<file path="config.mk">
export PLATFORM = sky130hd
export DESIGN_NAME = sfiu_top
export DESIGN_NICKNAME = d
export VERILOG_FILES = /design/src/rtl/sfiu_pkg.sv /design/src/rtl/sfiu_regfile.sv /design/src/rtl/sfiu_top.sv
export SDC_FILE = /design/constraint.sdc
export NUM_CORES = 1
export LEC_CHECK = 0
export BUFFER_PORTS_ARGS = -buffer_cell sky130_fd_sc_hd__buf_4
export CAP_MARGIN = 5
export CORE_MARGIN = 2
export CORE_UTILIZATION = 50
export CTS_BUF_LIST = sky130_fd_sc_hd__clkbuf_8
export CTS_CLUSTER_SIZE = 16
export DETAILED_ROUTE_END_ITERATION = 8
export PLACE_DENSITY = 0.72
export SETUP_SLACK_MARGIN = 0.3
export SYNTH_ARGS = -nofsm -noshare
export SYNTH_HDL_FRONTEND = slang
export SYNTH_SLANG_ARGS = --single-unit
</file>
<file path="constraint.sdc">
create_clock -name I_REF_CLK -period 6.3 [get_ports I_REF_CLK]
set_input_delay 0.63 -clock I_REF_CLK [delete_from_list [all_inputs] [get_ports I_REF_CLK]]
set_output_delay 0.63 -clock I_REF_CLK [all_outputs]
set_load 0.02 [all_outputs]
</file>
<file path="src/rtl/sfiu_pkg.sv">
// package: constants and types for the status flag instruction unit
// Functional notes
// - bit store copies chosen register bit into transfer flag, two clocks (read then execute), others unchanged
// - bit load writes transfer flag into chosen register bit, two clocks (read then execute), flags kept
// - set-sign forces signed-test flag to one in one clock, nothing else
// - clear-sign forces signed-test flag to zero in one clock, nothing else
// - set-overflow sets overflow flag in one clock, only that flag
// - clear-overflow clears overflow flag in one clock, only that flag
// - set-half-carry sets half-carry flag in one clock, only that flag
// - clear-half-carry clears half-carry flag in one clock, only that flag
// - sleep takes one clock, keeps flags, pulses sleep request
// - watchdog restart takes one clock, keeps flags, pulses restart
// - break acts only when debug enabled, keeps flags
package sfiu_pkg;
    // status flag bit positions
    localparam int unsigned FLAG_CARRY     = 0;
    localparam int unsigned FLAG_ZERO      = 1;
    localparam int unsigned FLAG_NEGATIVE  = 2;
    localparam int unsigned FLAG_OVERFLOW  = 3;
    localparam int unsigned FLAG_SIGNED    = 4;
    localparam int unsigned FLAG_HALFCARRY = 5;
    localparam int unsigned FLAG_TRANSFER  = 6;
    localparam int unsigned FLAG_INTERRUPT = 7;
    localparam logic [7:0]  FLAGS_RESET    = 8'h00;
    localparam int unsigned REG_COUNT      = 32;
    // instruction words handled here
    localparam logic [15:0] OP_FLAG_SET_BASE   = 16'h9408; // flag index in bits 6:4
    localparam logic [15:0] OP_FLAG_CLEAR_BASE = 16'h9488;
    localparam logic [15:0] OP_FLAG_MASK       = 16'hff8f;
    localparam logic [15:0] OP_BIT_STORE       = 16'hfa00; // reg 8:4, bit 2:0
    localparam logic [15:0] OP_BIT_LOAD        = 16'hf800;
    localparam logic [15:0] OP_BIT_MASK        = 16'hfe08;
    localparam logic [15:0] OP_NO_OPERATION    = 16'h0000;
    localparam logic [15:0] OP_SLEEP           = 16'h9588;
    localparam logic [15:0] OP_WATCHDOG        = 16'h95a8;
    localparam logic [15:0] OP_BREAK           = 16'h9598;
    typedef enum logic [1:0] {
        SFIU_RUN,
        SFIU_HALT
    } sfiu_state_e;
endpackage

</file>
<file path="src/rtl/sfiu_regfile.sv">
// general register file: 32 bytes, one read port with registered data, one write port
`timescale 1ns/10ps
module sfiu_regfile (
    input  wire logic       i_clk,
    input  wire logic       i_rst_n,
    input  wire logic       i_ce,
    input  wire logic [4:0] i_raddr,
    output logic      [7:0] o_rdata,
    input  wire logic       i_we,
    input  wire logic [4:0] i_waddr,
    input  wire logic [7:0] i_wdata
);
    logic [7:0] mem_r [sfiu_pkg::REG_COUNT];

    // storage has no reset; software initialises registers
    always_ff @(posedge i_clk) begin
        if (i_ce && i_we) begin
            mem_r[i_waddr] <= i_wdata;
        end
    end

    // registered read, write-through so a pending write is seen
    always_ff @(posedge i_clk) begin
        if (!i_rst_n) begin
            o_rdata <= 8'h00;
        end else if (i_ce) begin
            o_rdata <= (i_we && i_waddr == i_raddr) ? i_wdata : mem_r[i_raddr];
        end
    end
endmodule

</file>
<file path="src/rtl/sfiu_top.sv">
// status flag instruction unit: flag, bit transfer and control instructions
`timescale 1ns/10ps
module sfiu_top (
    input  wire logic        I_REF_CLK,
    input  wire logic        I_RST_N,
    input  wire logic        I_CE,
    input  wire logic        I_INSTR_VALID,
    input  wire logic [15:0] I_INSTR,
    input  wire logic        I_DEBUG_EN,
    input  wire logic        I_REG_RD_VALID,
    input  wire logic [4:0]  I_REG_RD_ADDR,
    input  wire logic        I_REG_WR_EN,
    input  wire logic [4:0]  I_REG_WR_ADDR,
    input  wire logic [7:0]  I_REG_WR_DATA,
    output logic      [7:0]  O_STATUS_FLAGS,
    output logic      [7:0]  O_REG_RD_DATA,
    output logic             O_DONE,
    output logic             O_SLEEP_REQ,
    output logic             O_WATCHDOG_RESTART,
    output logic             O_BREAK_REQ,
    output logic             O_ILLEGAL
);
    logic [7:0]  status_flags_register_r;
    logic [7:0]  flags_nxt;
    logic        done_r;
    logic        sleep_r;
    logic        wdr_r;
    logic        brk_r;
    logic        ill_r;
    logic        hold_r;
    logic [15:0] held_instr_r;
    sfiu_pkg::sfiu_state_e state_r;
    logic [7:0]  rf_rdata;

    // decode helpers, each used by several paths
    function automatic logic is_flag_op(input logic [15:0] w, input logic [15:0] base);
        is_flag_op = (w & sfiu_pkg::OP_FLAG_MASK) == base;
    endfunction
    function automatic logic is_bit_op(input logic [15:0] w, input logic [15:0] base);
        is_bit_op = (w & sfiu_pkg::OP_BIT_MASK) == base;
    endfunction

    // bit transfers need the source byte, so they take a read cycle first;
    // the flag update itself still lands in the single execution clock
    wire logic        take          = I_INSTR_VALID && state_r == sfiu_pkg::SFIU_RUN;
    wire logic [15:0] cur           = hold_r ? held_instr_r : I_INSTR;
    wire logic        op_flag_set   = is_flag_op(cur, sfiu_pkg::OP_FLAG_SET_BASE);
    wire logic        op_flag_clr   = is_flag_op(cur, sfiu_pkg::OP_FLAG_CLEAR_BASE);
    wire logic        op_bst        = is_bit_op(cur, sfiu_pkg::OP_BIT_STORE);
    wire logic        op_bld        = is_bit_op(cur, sfiu_pkg::OP_BIT_LOAD);
    wire logic        op_nop        = cur == sfiu_pkg::OP_NO_OPERATION;
    wire logic        op_sleep      = cur == sfiu_pkg::OP_SLEEP;
    wire logic        op_wdr        = cur == sfiu_pkg::OP_WATCHDOG;
    wire logic        op_brk        = cur == sfiu_pkg::OP_BREAK;
    wire logic        op_bit        = op_bst || op_bld;
    wire logic [2:0]  flag_idx      = cur[6:4];
    wire logic [2:0]  bit_idx       = cur[2:0];
    wire logic [4:0]  bit_reg       = cur[8:4];
    wire logic        start_bit     = take && !hold_r && op_bit;
    wire logic        exec          = (take && !hold_r && !op_bit) || hold_r;
    wire logic        bst_bit       = rf_rdata[bit_idx];
    wire logic [7:0]  bld_byte      = (rf_rdata & ~(8'h01 << bit_idx))
                                      | ({7'h00, status_flags_register_r[sfiu_pkg::FLAG_TRANSFER]} << bit_idx);
    wire logic        bld_wr        = hold_r && op_bld;
    wire logic        known         = op_flag_set || op_flag_clr || op_bit || op_nop
                                      || op_sleep || op_wdr || op_brk;
    wire logic [4:0]  rf_raddr      = start_bit ? bit_reg : I_REG_RD_ADDR;
    wire logic        rf_we         = bld_wr || (I_REG_WR_EN && !bld_wr);
    wire logic [4:0]  rf_waddr      = bld_wr ? bit_reg : I_REG_WR_ADDR;
    wire logic [7:0]  rf_wdata      = bld_wr ? bld_byte : I_REG_WR_DATA;

    // flag next value: only the addressed flag bit, or the transfer flag on bit store, may move
    always_comb begin
        flags_nxt = status_flags_register_r;
        if (exec && op_flag_set) begin
            flags_nxt[flag_idx] = 1'b1;
        end else if (exec && op_flag_clr) begin
            flags_nxt[flag_idx] = 1'b0;
        end else if (hold_r && op_bst) begin
            flags_nxt[sfiu_pkg::FLAG_TRANSFER] = bst_bit;
        end
        // no-operation, sleep, restart, break and bit load leave flags alone
    end

    // status register and sequencing
    always_ff @(posedge I_REF_CLK) begin
        if (!I_RST_N) begin
            status_flags_register_r <= sfiu_pkg::FLAGS_RESET;
            hold_r                  <= 1'b0;
            held_instr_r            <= 16'h0000;
            state_r                 <= sfiu_pkg::SFIU_RUN;
        end else if (I_CE) begin
            status_flags_register_r <= flags_nxt;
            hold_r                  <= start_bit;
            if (start_bit) begin
                held_instr_r <= I_INSTR;
            end
            // the sleep controller wakes the core by reset; halt blocks further issue
            state_r <= (exec && op_sleep) ? sfiu_pkg::SFIU_HALT : state_r;
        end
    end

    // single-cycle strobes to the neighbours
    always_ff @(posedge I_REF_CLK) begin
        if (!I_RST_N) begin
            done_r  <= 1'b0;
            sleep_r <= 1'b0;
            wdr_r   <= 1'b0;
            brk_r   <= 1'b0;
            ill_r   <= 1'b0;
        end else if (I_CE) begin
            done_r  <= exec && known;
            sleep_r <= exec && op_sleep;
            wdr_r   <= exec && op_wdr;
            brk_r   <= exec && op_brk && I_DEBUG_EN;
            ill_r   <= exec && !known;
        end
    end

    // host reads share the port; a bit transfer read takes priority
    logic rd_unused;
    assign rd_unused = I_REG_RD_VALID;

    sfiu_regfile u_regfile (
        .i_clk   (I_REF_CLK),
        .i_rst_n (I_RST_N),
        .i_ce    (I_CE),
        .i_raddr (rf_raddr),
        .o_rdata (rf_rdata),
        .i_we    (rf_we),
        .i_waddr (rf_waddr),
        .i_wdata (rf_wdata)
    );

    assign O_STATUS_FLAGS     = status_flags_register_r;
    assign O_REG_RD_DATA      = rf_rdata;
    assign O_DONE             = done_r;
    assign O_SLEEP_REQ        = sleep_r;
    assign O_WATCHDOG_RESTART = wdr_r;
    assign O_BREAK_REQ        = brk_r;
    assign O_ILLEGAL          = ill_r;
endmodule

</file>
==> results of run 1 <==
-- worst max-delay path: stages, from the launching register on --
cell      delay [ns]
dfxtp_1         0.58
or3b_1          0.46
a222oi_1        0.80
a21o_1          0.23
nand2_2         0.37
buf_4           0.43
a211oi_1        0.29
a211oi_1        0.10
a311oi_1        0.78
a41oi_1         0.33
a21o_1          0.23
-- registers in the layout (all words and copies together) (netlist names), named ones only --
register	flops
held_instr_r	16
state_r	1
O_BREAK_REQ	1
O_WATCHDOG_RESTART	1
O_SLEEP_REQ	1
O_DONE	1
u_regfile.o_rdata	8
O_ILLEGAL	1
u_regfile.mem_r	256
O_STATUS_FLAGS	1
hold_r	1
-- per-stage QoR --
stage	worst slack, ns	hold WS, ns	cell area (um2)	util (%)	total power, mW
floorplan	2.23	0.450	12900	-	2.35
global placement	1.57	0.461	13700	54.2	2.45
detailed placement	1.51	0.471	13700	54.2	2.46
CTS	1.68	0.326	14600	57.6	3.94
global route	1.32	0.330	14600	57.6	4.05
finish	1.58	0.342	14600	57.6	3.93
-- power breakdown --
group          leakage [nW]  internal, mW  switching [mW]
combinational          1.99        0.0924           0.196
clock                 0.511         0.784           0.717
sequential             2.62          2.13         0.00603
-- cell type report --
cell class	instances	area, um2
clock buffer	51	702
clock inverter	32	159
fill	2075	10700
inverter	7	26.3
multi-input combinational	695	4210
sequential	295	8470
tap	330	413
timing repair buffer	78	586
-- logic make-up (layout without fill, tap and decap cells) --
logic type             after synthesis  after routing  share of synthesized area (%)
multiplexers                        85             85                           6.68
XOR/XNOR                             3              3                          0.203
AO/OA/AOI/OAI                      186            186                           10.2
buffers and inverters               69            168                           2.29
flip-flops                         295            295                           65.5
AND/OR/NAND/NOR                    421            421                           15.1
-- cells in the final DEF (no fill, tap or decap), types with 5 or more instances in the layout --
cell type,count
a21oi_1,20
nor3_1,13
buf_4,78
mux2_2,10
edfxtp_1,256
o21ai_0,20
a2111oi_0,16
mux2i_1,75
a211oi_1,25
a21boi_0,13
clkinv_1,8
dfxtp_1,39
nor2b_1,10
clkbuf_8,51
nand4_1,20
inv_1,25
o21a_1,10
and2_1,5
nor2_1,61
nand3b_1,5
a21o_1,8
a41oi_1,6
nor4_1,9
o21ai_2,7
o21ai_1,6
a22oi_1,8
a31oi_1,16
nand3_1,56
and3_1,33
nand2_1,186
-- final timing paths --
path / slack (ns) / start / cells past startpoint / to
max reg2reg: 1.58 / hold_r / 10 / u_regfile.o_rdata[5]
min: 0.34 / I_INSTR[2] / 3 / held_instr_r[2]
min reg2reg: 0.48 / O_BREAK_REQ / 2 / O_BREAK_REQ
max: 1.58 / hold_r / 10 / u_regfile.o_rdata[5]
-- routing by layer --
layer	routed length, um	GRT usage (%)
met1	13400	33.0
met2	15500	39.9
met3	3290	5.17
met4	1070	8.77
met5	0	0
==> impl_results.md, run 1 <==
- Detailed-route DRC error count: 0
- All-Layer GR Usage: about 25%
- Synth top cells by count: edfxtp_1 (256), nand2_1 (189), mux2i_1 (75)
- Largest net degree at the start of global routing: 54
- Share of cells above drive strength 1: around 14%
- Post-CTS Setup Bufs: 0
- WP data arrival: just over 5 ns
- Worst skew pair latency: between 0.5 and 0.6 ns
- Vias in the first global route: around 8700
- Number of DRC markers in iteration 0: ~1300
- Share of the yosys chip area belonging to registers: 65.5%
- Area Overhead vs Synth: 12.6%
- Clock Path Buffers: 3
- Hold Fails Final Rpt: 0
- Antenna diodes: 0
- Core Region: 25300 um2
- TritonRoute pass-1 iters: 5
- Initial antenna violation count: 0
- Syn. warnings: 0
- Hold-fix buffers, CTS: 0
- Syn_nets: 1100
- Synth unique cells: 63
- Setup_tns: 0 ns
- Kind of critical path: reg -> reg
- Post_cts resized: 0
- Max FO, Critical Path: 37
- Max Freq: approximately 210 MHz
- Die W: 165 um
- Syn Std Cell Area: about 13000 um2
- Top-area cell type share of the netlist area: 59.5%
- Max-capacitance violation count: 0
- Average vias per placed instance: around 6
- Setup crit end kind: flip-flop
- DP Cell Count: 1405
- Required @ worst endpoint: a little under 7 ns
- Antenna Nets Post-Route: 0
- TritonCTS buffer count: 47
- Fin nets: about 1200
- # clock sinks: slightly below 300
- H-tree Lvls: 2
- Nature of the critical path startpoint: flip-flop
- Primary FF master, synth: edfxtp_1
- Max VDD drop: 0.000126 V
- I/O pins: 62
- Die ar.: roughly 27000 um2
- Post-Layout Cell Count: 1488
- Vias: 9102
- Mean Syn Cell Area: approximately 12 um2
- Status: complete, no violations
- Power Density: between 200 and 300 nW/um2
- RSZ-0062 raised after global routing: false
- Worst-path clk slew: 0.06 ns
- Fin Clk Skew: ~0.016 ns
- Initial Utilization: about 51%
- Most frequent cell after synthesis: edfxtp_1
- Max-slew headroom: between 10% and 20%
- Gate Count Post-Synth: between 1000 and 1500
- CTS tree: done
- Gpl congestion: 0.867
- Clock period minus worst slack: between 4 and 5 ns
- Hold Path Class: in -> reg
- Endpoints failing setup: 0
- Post-Route WL: between 30000 and 40000 um
- Area leader, netlist: edfxtp_1
- Slew Viols, Final: 0
- Synth Register Bits: 295
- First-pass GRT wire length: about 50000 um
- Fin crit share: between 70 and 80%
- Detailed Place HPWL: between 20000 and 25000 um
- Synth top area cells: edfxtp_1 (59%), dfxtp_1 (6.0%), mux2i_1 (5.8%)
- Worst slew pin tran: around 1.3 ns
- Post-synth EDFFs: 256
- Final global-route overflow total: 0
- Die H: around 160 um
- CTS Root Cell: clkbuf_8
- Pleak: slightly above 5 nW
- # rows: between 50 and 60
- Fraction of registers with async set or reset after synthesis: 0%
- Drt wl/cell: 22.3 um
- Port-buffer cells: 60
Note: power is estimated with default switching activity, not from simulation.
==> inputs of run 2 (changes only) <==
==> constraint.sdc (replaced) <==
create_clock -name I_REF_CLK -period 4.9 [get_ports I_REF_CLK]
set_input_delay 0.49 -clock I_REF_CLK [delete_from_list [all_inputs] [get_ports I_REF_CLK]]
set_output_delay 0.49 -clock I_REF_CLK [all_outputs]
set_load 0.02 [all_outputs]
==> run 2 against run 1 <==
Net effect: via count up 1.9%; wire length up 2.2%; non-clock buffer count grew 18; register-to-register slack got worse by 0.66 ns; maximum frequency is 19% higher; sequential share of layout area is 0.29 points lower; critical path depth up 1; sequential power rose by 29%; critical path type unchanged; hold slack got worse by 0.14 ns; clock skew increased by 0.011 ns.
==> impl_results.md, run 2 (synthesized netlist as in run 1, its figures left out) <==
- Status: complete, no violations
- CTS tree: done
- Reg with most FFs: u_regfile.mem_r
- Drt wl/cell: 22.5 um (+1.0%)
- FF-to-FF Start: hold_r
- Largest net degree at the start of global routing: 37 (-31%)
- Post-Layout Cell Count: 1505 (+1.1%)
- Post_cts resized: 0 (unchanged)
- I/O pins: 62 (unchanged)
- DP Cell Count: 1423 (+1.3%)
- Initial Utilization: 51.2% (unchanged)
- Max VDD drop: 0.000197 V (+56%)
- Initial antenna violation count: 0 (unchanged)
- Max FO, Critical Path: 28 (-24%)
- Post-Route WL: 33900 um (+2.2%)
- Number of DRC markers in iteration 0: 1212 (-4.4%)
- Worst slew pin tran: 1.24 ns (-0.0655 ns)
- Crit path to: u_regfile.o_rdata[0]
- Commonest non-fill, non-tap cell in the layout: edfxtp_1
- Required @ worst endpoint: 5.37 ns (-1.39 ns)
- Die H: 165 um (unchanged)
- Gpl congestion: 0.881 (+1.7%)
- Fin Clk Skew: 0.0271 ns (+0.0115 ns)
- Hold Fails Final Rpt: 0 (unchanged)
- Kind of critical path: reg -> reg
- Max-capacitance violation count: 0 (unchanged)
- Power Total: 4.96 mW (+26%)
- Antenna Nets Post-Route: 0 (unchanged)
- Final global-route overflow total: 0 (unchanged)
- RSZ-0062 raised after global routing: false
- Vias in the first global route: 8828 (+1.6%)
- # clock sinks: 295 (unchanged)
- Uppermost layer routed: met4
- Top flop regs: u_regfile.mem_r: 256 flops, held_instr_r: 16 flops, u_regfile.o_rdata: 8 flops
- Nature of the critical path startpoint: flip-flop
- Clock Path Buffers: 3 (unchanged)
- Critical path's slowest cell: a2111oi_0
- Hold Worst Slack: 0.201 ns (-0.142 ns)
- Setup crit end kind: flip-flop
- WP data arrival: 4.44 ns (-0.74 ns)
- Reg-to-reg endpoint: u_regfile.o_rdata[0]
- TritonCTS buffer count: 46 (-2.1%)
- Detailed-route DRC error count: 0 (unchanged)
- CP Launch Point: hold_r
- Worst skew pair latency: 0.57 ns (about the same)
- WL met2: 16000 um (+3.3%)
- Cells along the critical path: buf_4 -> or3_1 -> a222oi_1 -> buf_4 -> a21o_1 -> nand2_2 -> a2111oi_0 -> nor4_1 -> a311oi_1 -> a41oi_1 -> a21o_1
- CTS Root Cell: clkbuf_8
- Post-CTS Setup Bufs: 0 (unchanged)
- Fin nets: 1182 (+1.5%)
- Fin crit share: 81.0% (+6.2 points)
- Wire length on met1: 14100 um (+5.9%)
- First-pass GRT wire length: 51800 um (+4.0%)
- Core Region: 25300 um2 (unchanged)
- Die W: 165 um (unchanged)
- Port-buffer cells: 60 (unchanged)
- TritonRoute pass-1 iters: 5 (unchanged)
- H-tree Lvls: 2 (unchanged)
- All-Layer GR Usage: 25.3% (+0.70 points)
- Max Freq: 252 MHz (+19%)
- Power Density: 339 nW/um2 (+26%)
- # rows: 58 (unchanged)
- Endpoints failing setup: 0 (unchanged)
- R2r setup slk: 0.93 ns (-0.66 ns)
- Pre-CTS setup slack: 0.859 ns (-0.654 ns)
- Share of cells above drive strength 1: 15.0% (+1.2 points)
- Slew Viols, Final: 0 (unchanged)
- Wire length on met3: 3000 um (-8.7%)
- Largest register FFs: 256 (unchanged)
- R2r worst-path depth: 11 (+1)
- Most frequent cells in the layout: edfxtp_1 (256), nand2_1 (186), buf_4 (96)
- Max-slew headroom: 17.2% (+4.4 points)
- Die ar.: 27200 um2 (unchanged)
- Hold-fix buffers, CTS: 0 (unchanged)
- Pleak: 5.16 nW (+0.81%)
- Vias: 9274 (+1.9%)
- Worst-path clk slew: 0.07 ns (about the same)
- Clock period minus worst slack: 3.97 ns (-0.745 ns)
- Antenna diodes: 0 (unchanged)
- Hold Path Class: in -> reg
- Final worst setup slack: 0.930 ns (-0.655 ns)
- Average vias per placed instance: 6.16 (+0.74%)
- Area Overhead vs Synth: 13.2%
- Setup_tns: 0 ns (unchanged)
- Largest stage delay, worst path: 0.61 ns (-0.19 ns)
- Detailed Place HPWL: 22300 um (+6.2%)
run 2: changes by cell type in the layout (fill, tap and decap cells not counted), sizes merged:
cell      change
inv           -3
clkbuf        -4
bufinv        -1
buf          +18
clkinvlp      +2
clkinv        +5
run 2: worst min-delay path by stage:
stage,to,start,cells past startpoint
3_3_place_gp,held_instr_r[4],held_instr_r[4],2
3_5_place_dp,O_WATCHDOG_RESTART,O_WATCHDOG_RESTART,2
6_report,held_instr_r[6],I_INSTR[6],3
4_1_cts,held_instr_r[6],I_INSTR[6],3
5_1_grt,held_instr_r[2],I_INSTR[2],3
2_1_floorplan,held_instr_r[4],held_instr_r[4],2
run 2: final cells by class:
class / instances / area [um2]
Fill cell: 2076 / 10600
Sequential cell: 295 / 8470
Multi-Input combinational cell: 695 / 4210
Timing Repair Buffer: 96 / 721
Clock buffer: 47 / 647
Tap cell: 330 / 413
Clock inverter: 35 / 153
Inverter: 7 / 26.3
run 2: critical path: cells and delay by family (launching register included):
family | cells | cell delay, ns
AO/OA/AOI/OAI | 6 | 2.19
flip-flops | 1 | 0.32
AND/OR/NAND/NOR | 3 | 0.99
buffers and inverters | 2 | 0.38
run 2: power breakdown:
| part | internal, mW | switching [mW] | leakage [nW] |
|---|---|---|---|
| Clock | 0.894 | 0.944 | 0.463 |
| Combinational | 0.125 | 0.253 | 2.08 |
| Sequential | 2.74 | 0.00861 | 2.62 |
run 2: routing by layer:
metal | vias to the layer above | track usage, %
met4 | 0 | 7.83
met3 | 67 | 4.07
met2 | 462 | 40.4
met5 | - | 0
met1 | 4558 | 35.8
li1 | 4187 | -
run 2: stage by stage:
| stage | utilization, % | cell area (um2) |
|---|---|---|
| floorplan | - | 12900 |
| global placement | 54.8 | 13800 |
| detailed placement | 54.8 | 13800 |
| CTS | 57.9 | 14600 |
| global route | 57.9 | 14600 |
| finish | 57.9 | 14600 |
==> inputs of run 3 (changes only) <==
--- a/config.mk
+++ b/config.mk
@@ -12,7 +12,7 @@
 export CTS_BUF_LIST = sky130_fd_sc_hd__clkbuf_8
 export CTS_CLUSTER_SIZE = 16
 export DETAILED_ROUTE_END_ITERATION = 8
-export PLACE_DENSITY = 0.72
+export PLACE_DENSITY = 0.75
 export SETUP_SLACK_MARGIN = 0.3
 export SYNTH_ARGS = -nofsm -noshare
 export SYNTH_HDL_FRONTEND = slang
==> constraint.sdc (replaced) <==
create_clock -name I_REF_CLK -period 3.35 [get_ports I_REF_CLK]
set_input_delay 0.335 -clock I_REF_CLK [delete_from_list [all_inputs] [get_ports I_REF_CLK]]
set_output_delay 0.335 -clock I_REF_CLK [all_outputs]
set_load 0.02 [all_outputs]
==> run 3 against run 2 <==
Net effect: sequential cell count unchanged; critical endpoint is now u_regfile.o_rdata[4]; the run now ends with negative setup slack left; clock power is 54% higher; critical path depth grew 4.
==> impl_results.md, run 3 (synthesized netlist as in run 1, its figures left out) <==
- R2r worst-path depth: 15 (+4)
- Hold Path Depth: 3 (unchanged)
- Slew Viols, Final: 0 (unchanged)
- Reg with most FFs: u_regfile.mem_r
- Required @ worst endpoint: 3.81 ns (-1.56 ns)
- Share of cells above drive strength 1: 29.1% (+14 points)
- TritonCTS buffer count: 47 (+2.2%)
- Largest net degree at the start of global routing: 37 (unchanged)
- Nature of the critical path startpoint: flip-flop
- Clock Path Buffers: 3 (unchanged)
- Met2 Resource Use GR: 44.1% (+3.7 points)
- Initial Utilization: 51.2% (unchanged)
- Final worst setup slack: -0.0430 ns (-0.973 ns)
- TritonRoute pass-1 iters: 5 (unchanged)
- Detailed Place HPWL: 23500 um (+5.0%)
- Antenna diodes: 0 (unchanged)
- Drt wl/cell: 22.9 um (+1.5%)
- Die W: 165 um (unchanged)
- Worst-path clk slew: 0.06 ns (about the same)
- Fin nets: 1300 (+10%)
- Largest stage delay, worst path: 0.41 ns (-0.20 ns)
- Most Used Layer, Global Route: met2
- Clock period minus worst slack: 3.39 ns (-0.577 ns)
- Gpl congestion: 0.947 (+7.4%)
- Max FO, Critical Path: 7 (-75%)
- Die H: 165 um (unchanged)
- Worst skew pair latency: 0.57 ns (about the same)
- Max VDD drop: 0.000238 V (+21%)
- Setup_tns: -0.0430 ns (-0.0430 ns)
- Hold-fix buffers, CTS: 0 (unchanged)
- Post-Route WL: 37200 um (+9.6%)
- Worst slew pin tran: 1.12 ns (-0.125 ns)
- Die ar.: 27200 um2 (unchanged)
- Max-slew headroom: 25.5% (+8.4 points)
- Vias: 9908 (+6.8%)
- All-Layer GR Usage: 26.6% (+1.3 points)
- WP data arrival: 3.85 ns (-0.59 ns)
- Most frequent cells in the layout: edfxtp_1 (256), nand2_1 (183), buf_4 (176)
- First-pass GRT wire length: 54400 um (+5.0%)
- Core Region: 25300 um2 (unchanged)
- Vias in the first global route: 9530 (+8.0%)
- Hold Fails Final Rpt: 0 (unchanged)
- Met1 Resource Use GR: 34.7% (-1.1 points)
- H-tree Lvls: 2 (unchanged)
- Largest register FFs: 256 (unchanged)
- Port-buffer cells: 60 (unchanged)
- Power Density: 459 nW/um2 (+35%)
- Average vias per placed instance: 6.10 (-0.99%)
- Met3 layer usage reported by global route: 5.37% (+1.3 points)
- Final global-route overflow total: 0 (unchanged)
- CTS Root Cell: clkbuf_8
- Initial antenna violation count: 0 (unchanged)
- Cells along the critical path: or3b_4 -> a222oi_1 -> buf_4 -> buf_6 -> buf_6 -> a21o_1 -> nand2_4 -> buf_8 -> a211oi_1 -> a211oi_1 -> buf_4 -> a311oi_2 -> buf_4 -> a41oi_2 -> a21o_1
- Hold Path Class: in -> reg
- Antenna Nets Post-Route: 0 (unchanged)
- Failing checks: negative setup slack
- Fin Clk Skew: 0.0140 ns (-0.0130 ns)
- Max-capacitance violation count: 0 (unchanged)
- Critical path's slowest cell: or3b_4
- Pleak: 6.01 nW (+16%)
- Most Frequent Cell on Critical Path: buf_4
- Number of DRC markers in iteration 0: 1130 (-6.8%)
- Kind of critical path: reg -> reg
- # clock sinks: 295 (unchanged)
- Status: complete, but fails checks
- Detailed-route DRC error count: 0 (unchanged)
- CTS tree: done
- Fin crit share: 101% (+20 points)
- Commonest non-fill, non-tap cell in the layout: edfxtp_1
- RSZ-0062 raised after global routing: true
- Area Overhead vs Synth: 28.5%
- # rows: 58 (unchanged)
- Max Freq: 295 MHz (+17%)
- Top flop regs: u_regfile.mem_r: 256 flops, held_instr_r: 16 flops, u_regfile.o_rdata: 8 flops
- Power Total: 7.62 mW (+54%)
- Endpoints failing setup: 1 (+1)
- Setup crit end kind: flip-flop
- I/O pins: 62 (unchanged)
## run 3: metrics by stage
step           instance area [um2]  util, %  setup slack [ns]  hold slack (ns)  std cells
4_1_cts                      16200     64.0             0.141           0.0272       1612
5_1_grt                      16600     65.8           -0.0673           0.0483       1624
6_report                     16600     65.8           -0.0430           0.0450       1624
2_1_floorplan                13100        -             0.247            0.450       1059
3_3_place_gp                 14800     58.5          -0.00404            0.460       1513
3_5_place_dp                 14800     58.5           -0.0261            0.467       1513
## run 3: report_power, final
group / internal [mW] / leakage, nW / switching, mW
combinational: 0.315 / 2.91 / 0.450
clock: 1.43 / 0.481 / 1.41
sequential: 4.00 / 2.62 / 0.0131
total: 5.75 / 6.01 / 1.87
## run 3: what timing repair did
item / 4_1_cts / 5_1_grt
cloned: 4 / 1
resized for setup: 59 / 67
pin swaps: 11 / 25
endpoints found under the setup margin: 8 / 58
setup buffers: 11 / 11
## run 3: final timing paths
path,end,slack (ns),startpoint
hold / removal,held_instr_r[2],0.04,I_INSTR[2]
hold reg to reg,O_BREAK_REQ,0.47,O_BREAK_REQ
setup / recovery,u_regfile.o_rdata[4],-0.04,hold_r
setup reg to reg,u_regfile.o_rdata[4],-0.04,hold_r
## run 3: per-layer routing
layer	share of wire (%)	up-vias
li1	-	4428
met1	40	4874
met2	48	517
met3	8.6	89
met4	3.3	0
met5	0	-
## run 3: final cells by class
cell class | instances | area (um2)
Clock buffer | 52 | 716
Clock inverter | 32 | 145
Fill cell | 1785 | 8640
Inverter | 7 | 26.3
Multi-Input combinational cell | 695 | 4870
Sequential cell | 295 | 8470
Tap cell | 330 | 413
Timing Repair Buffer | 213 | 1970
## run 3: critical path: cells and delay by family (launching register included)
family	cells	cell delay, ns
compound gates	7	1.39
buf+inv	6	0.94
flops	1	0.38
simple gates	2	0.58
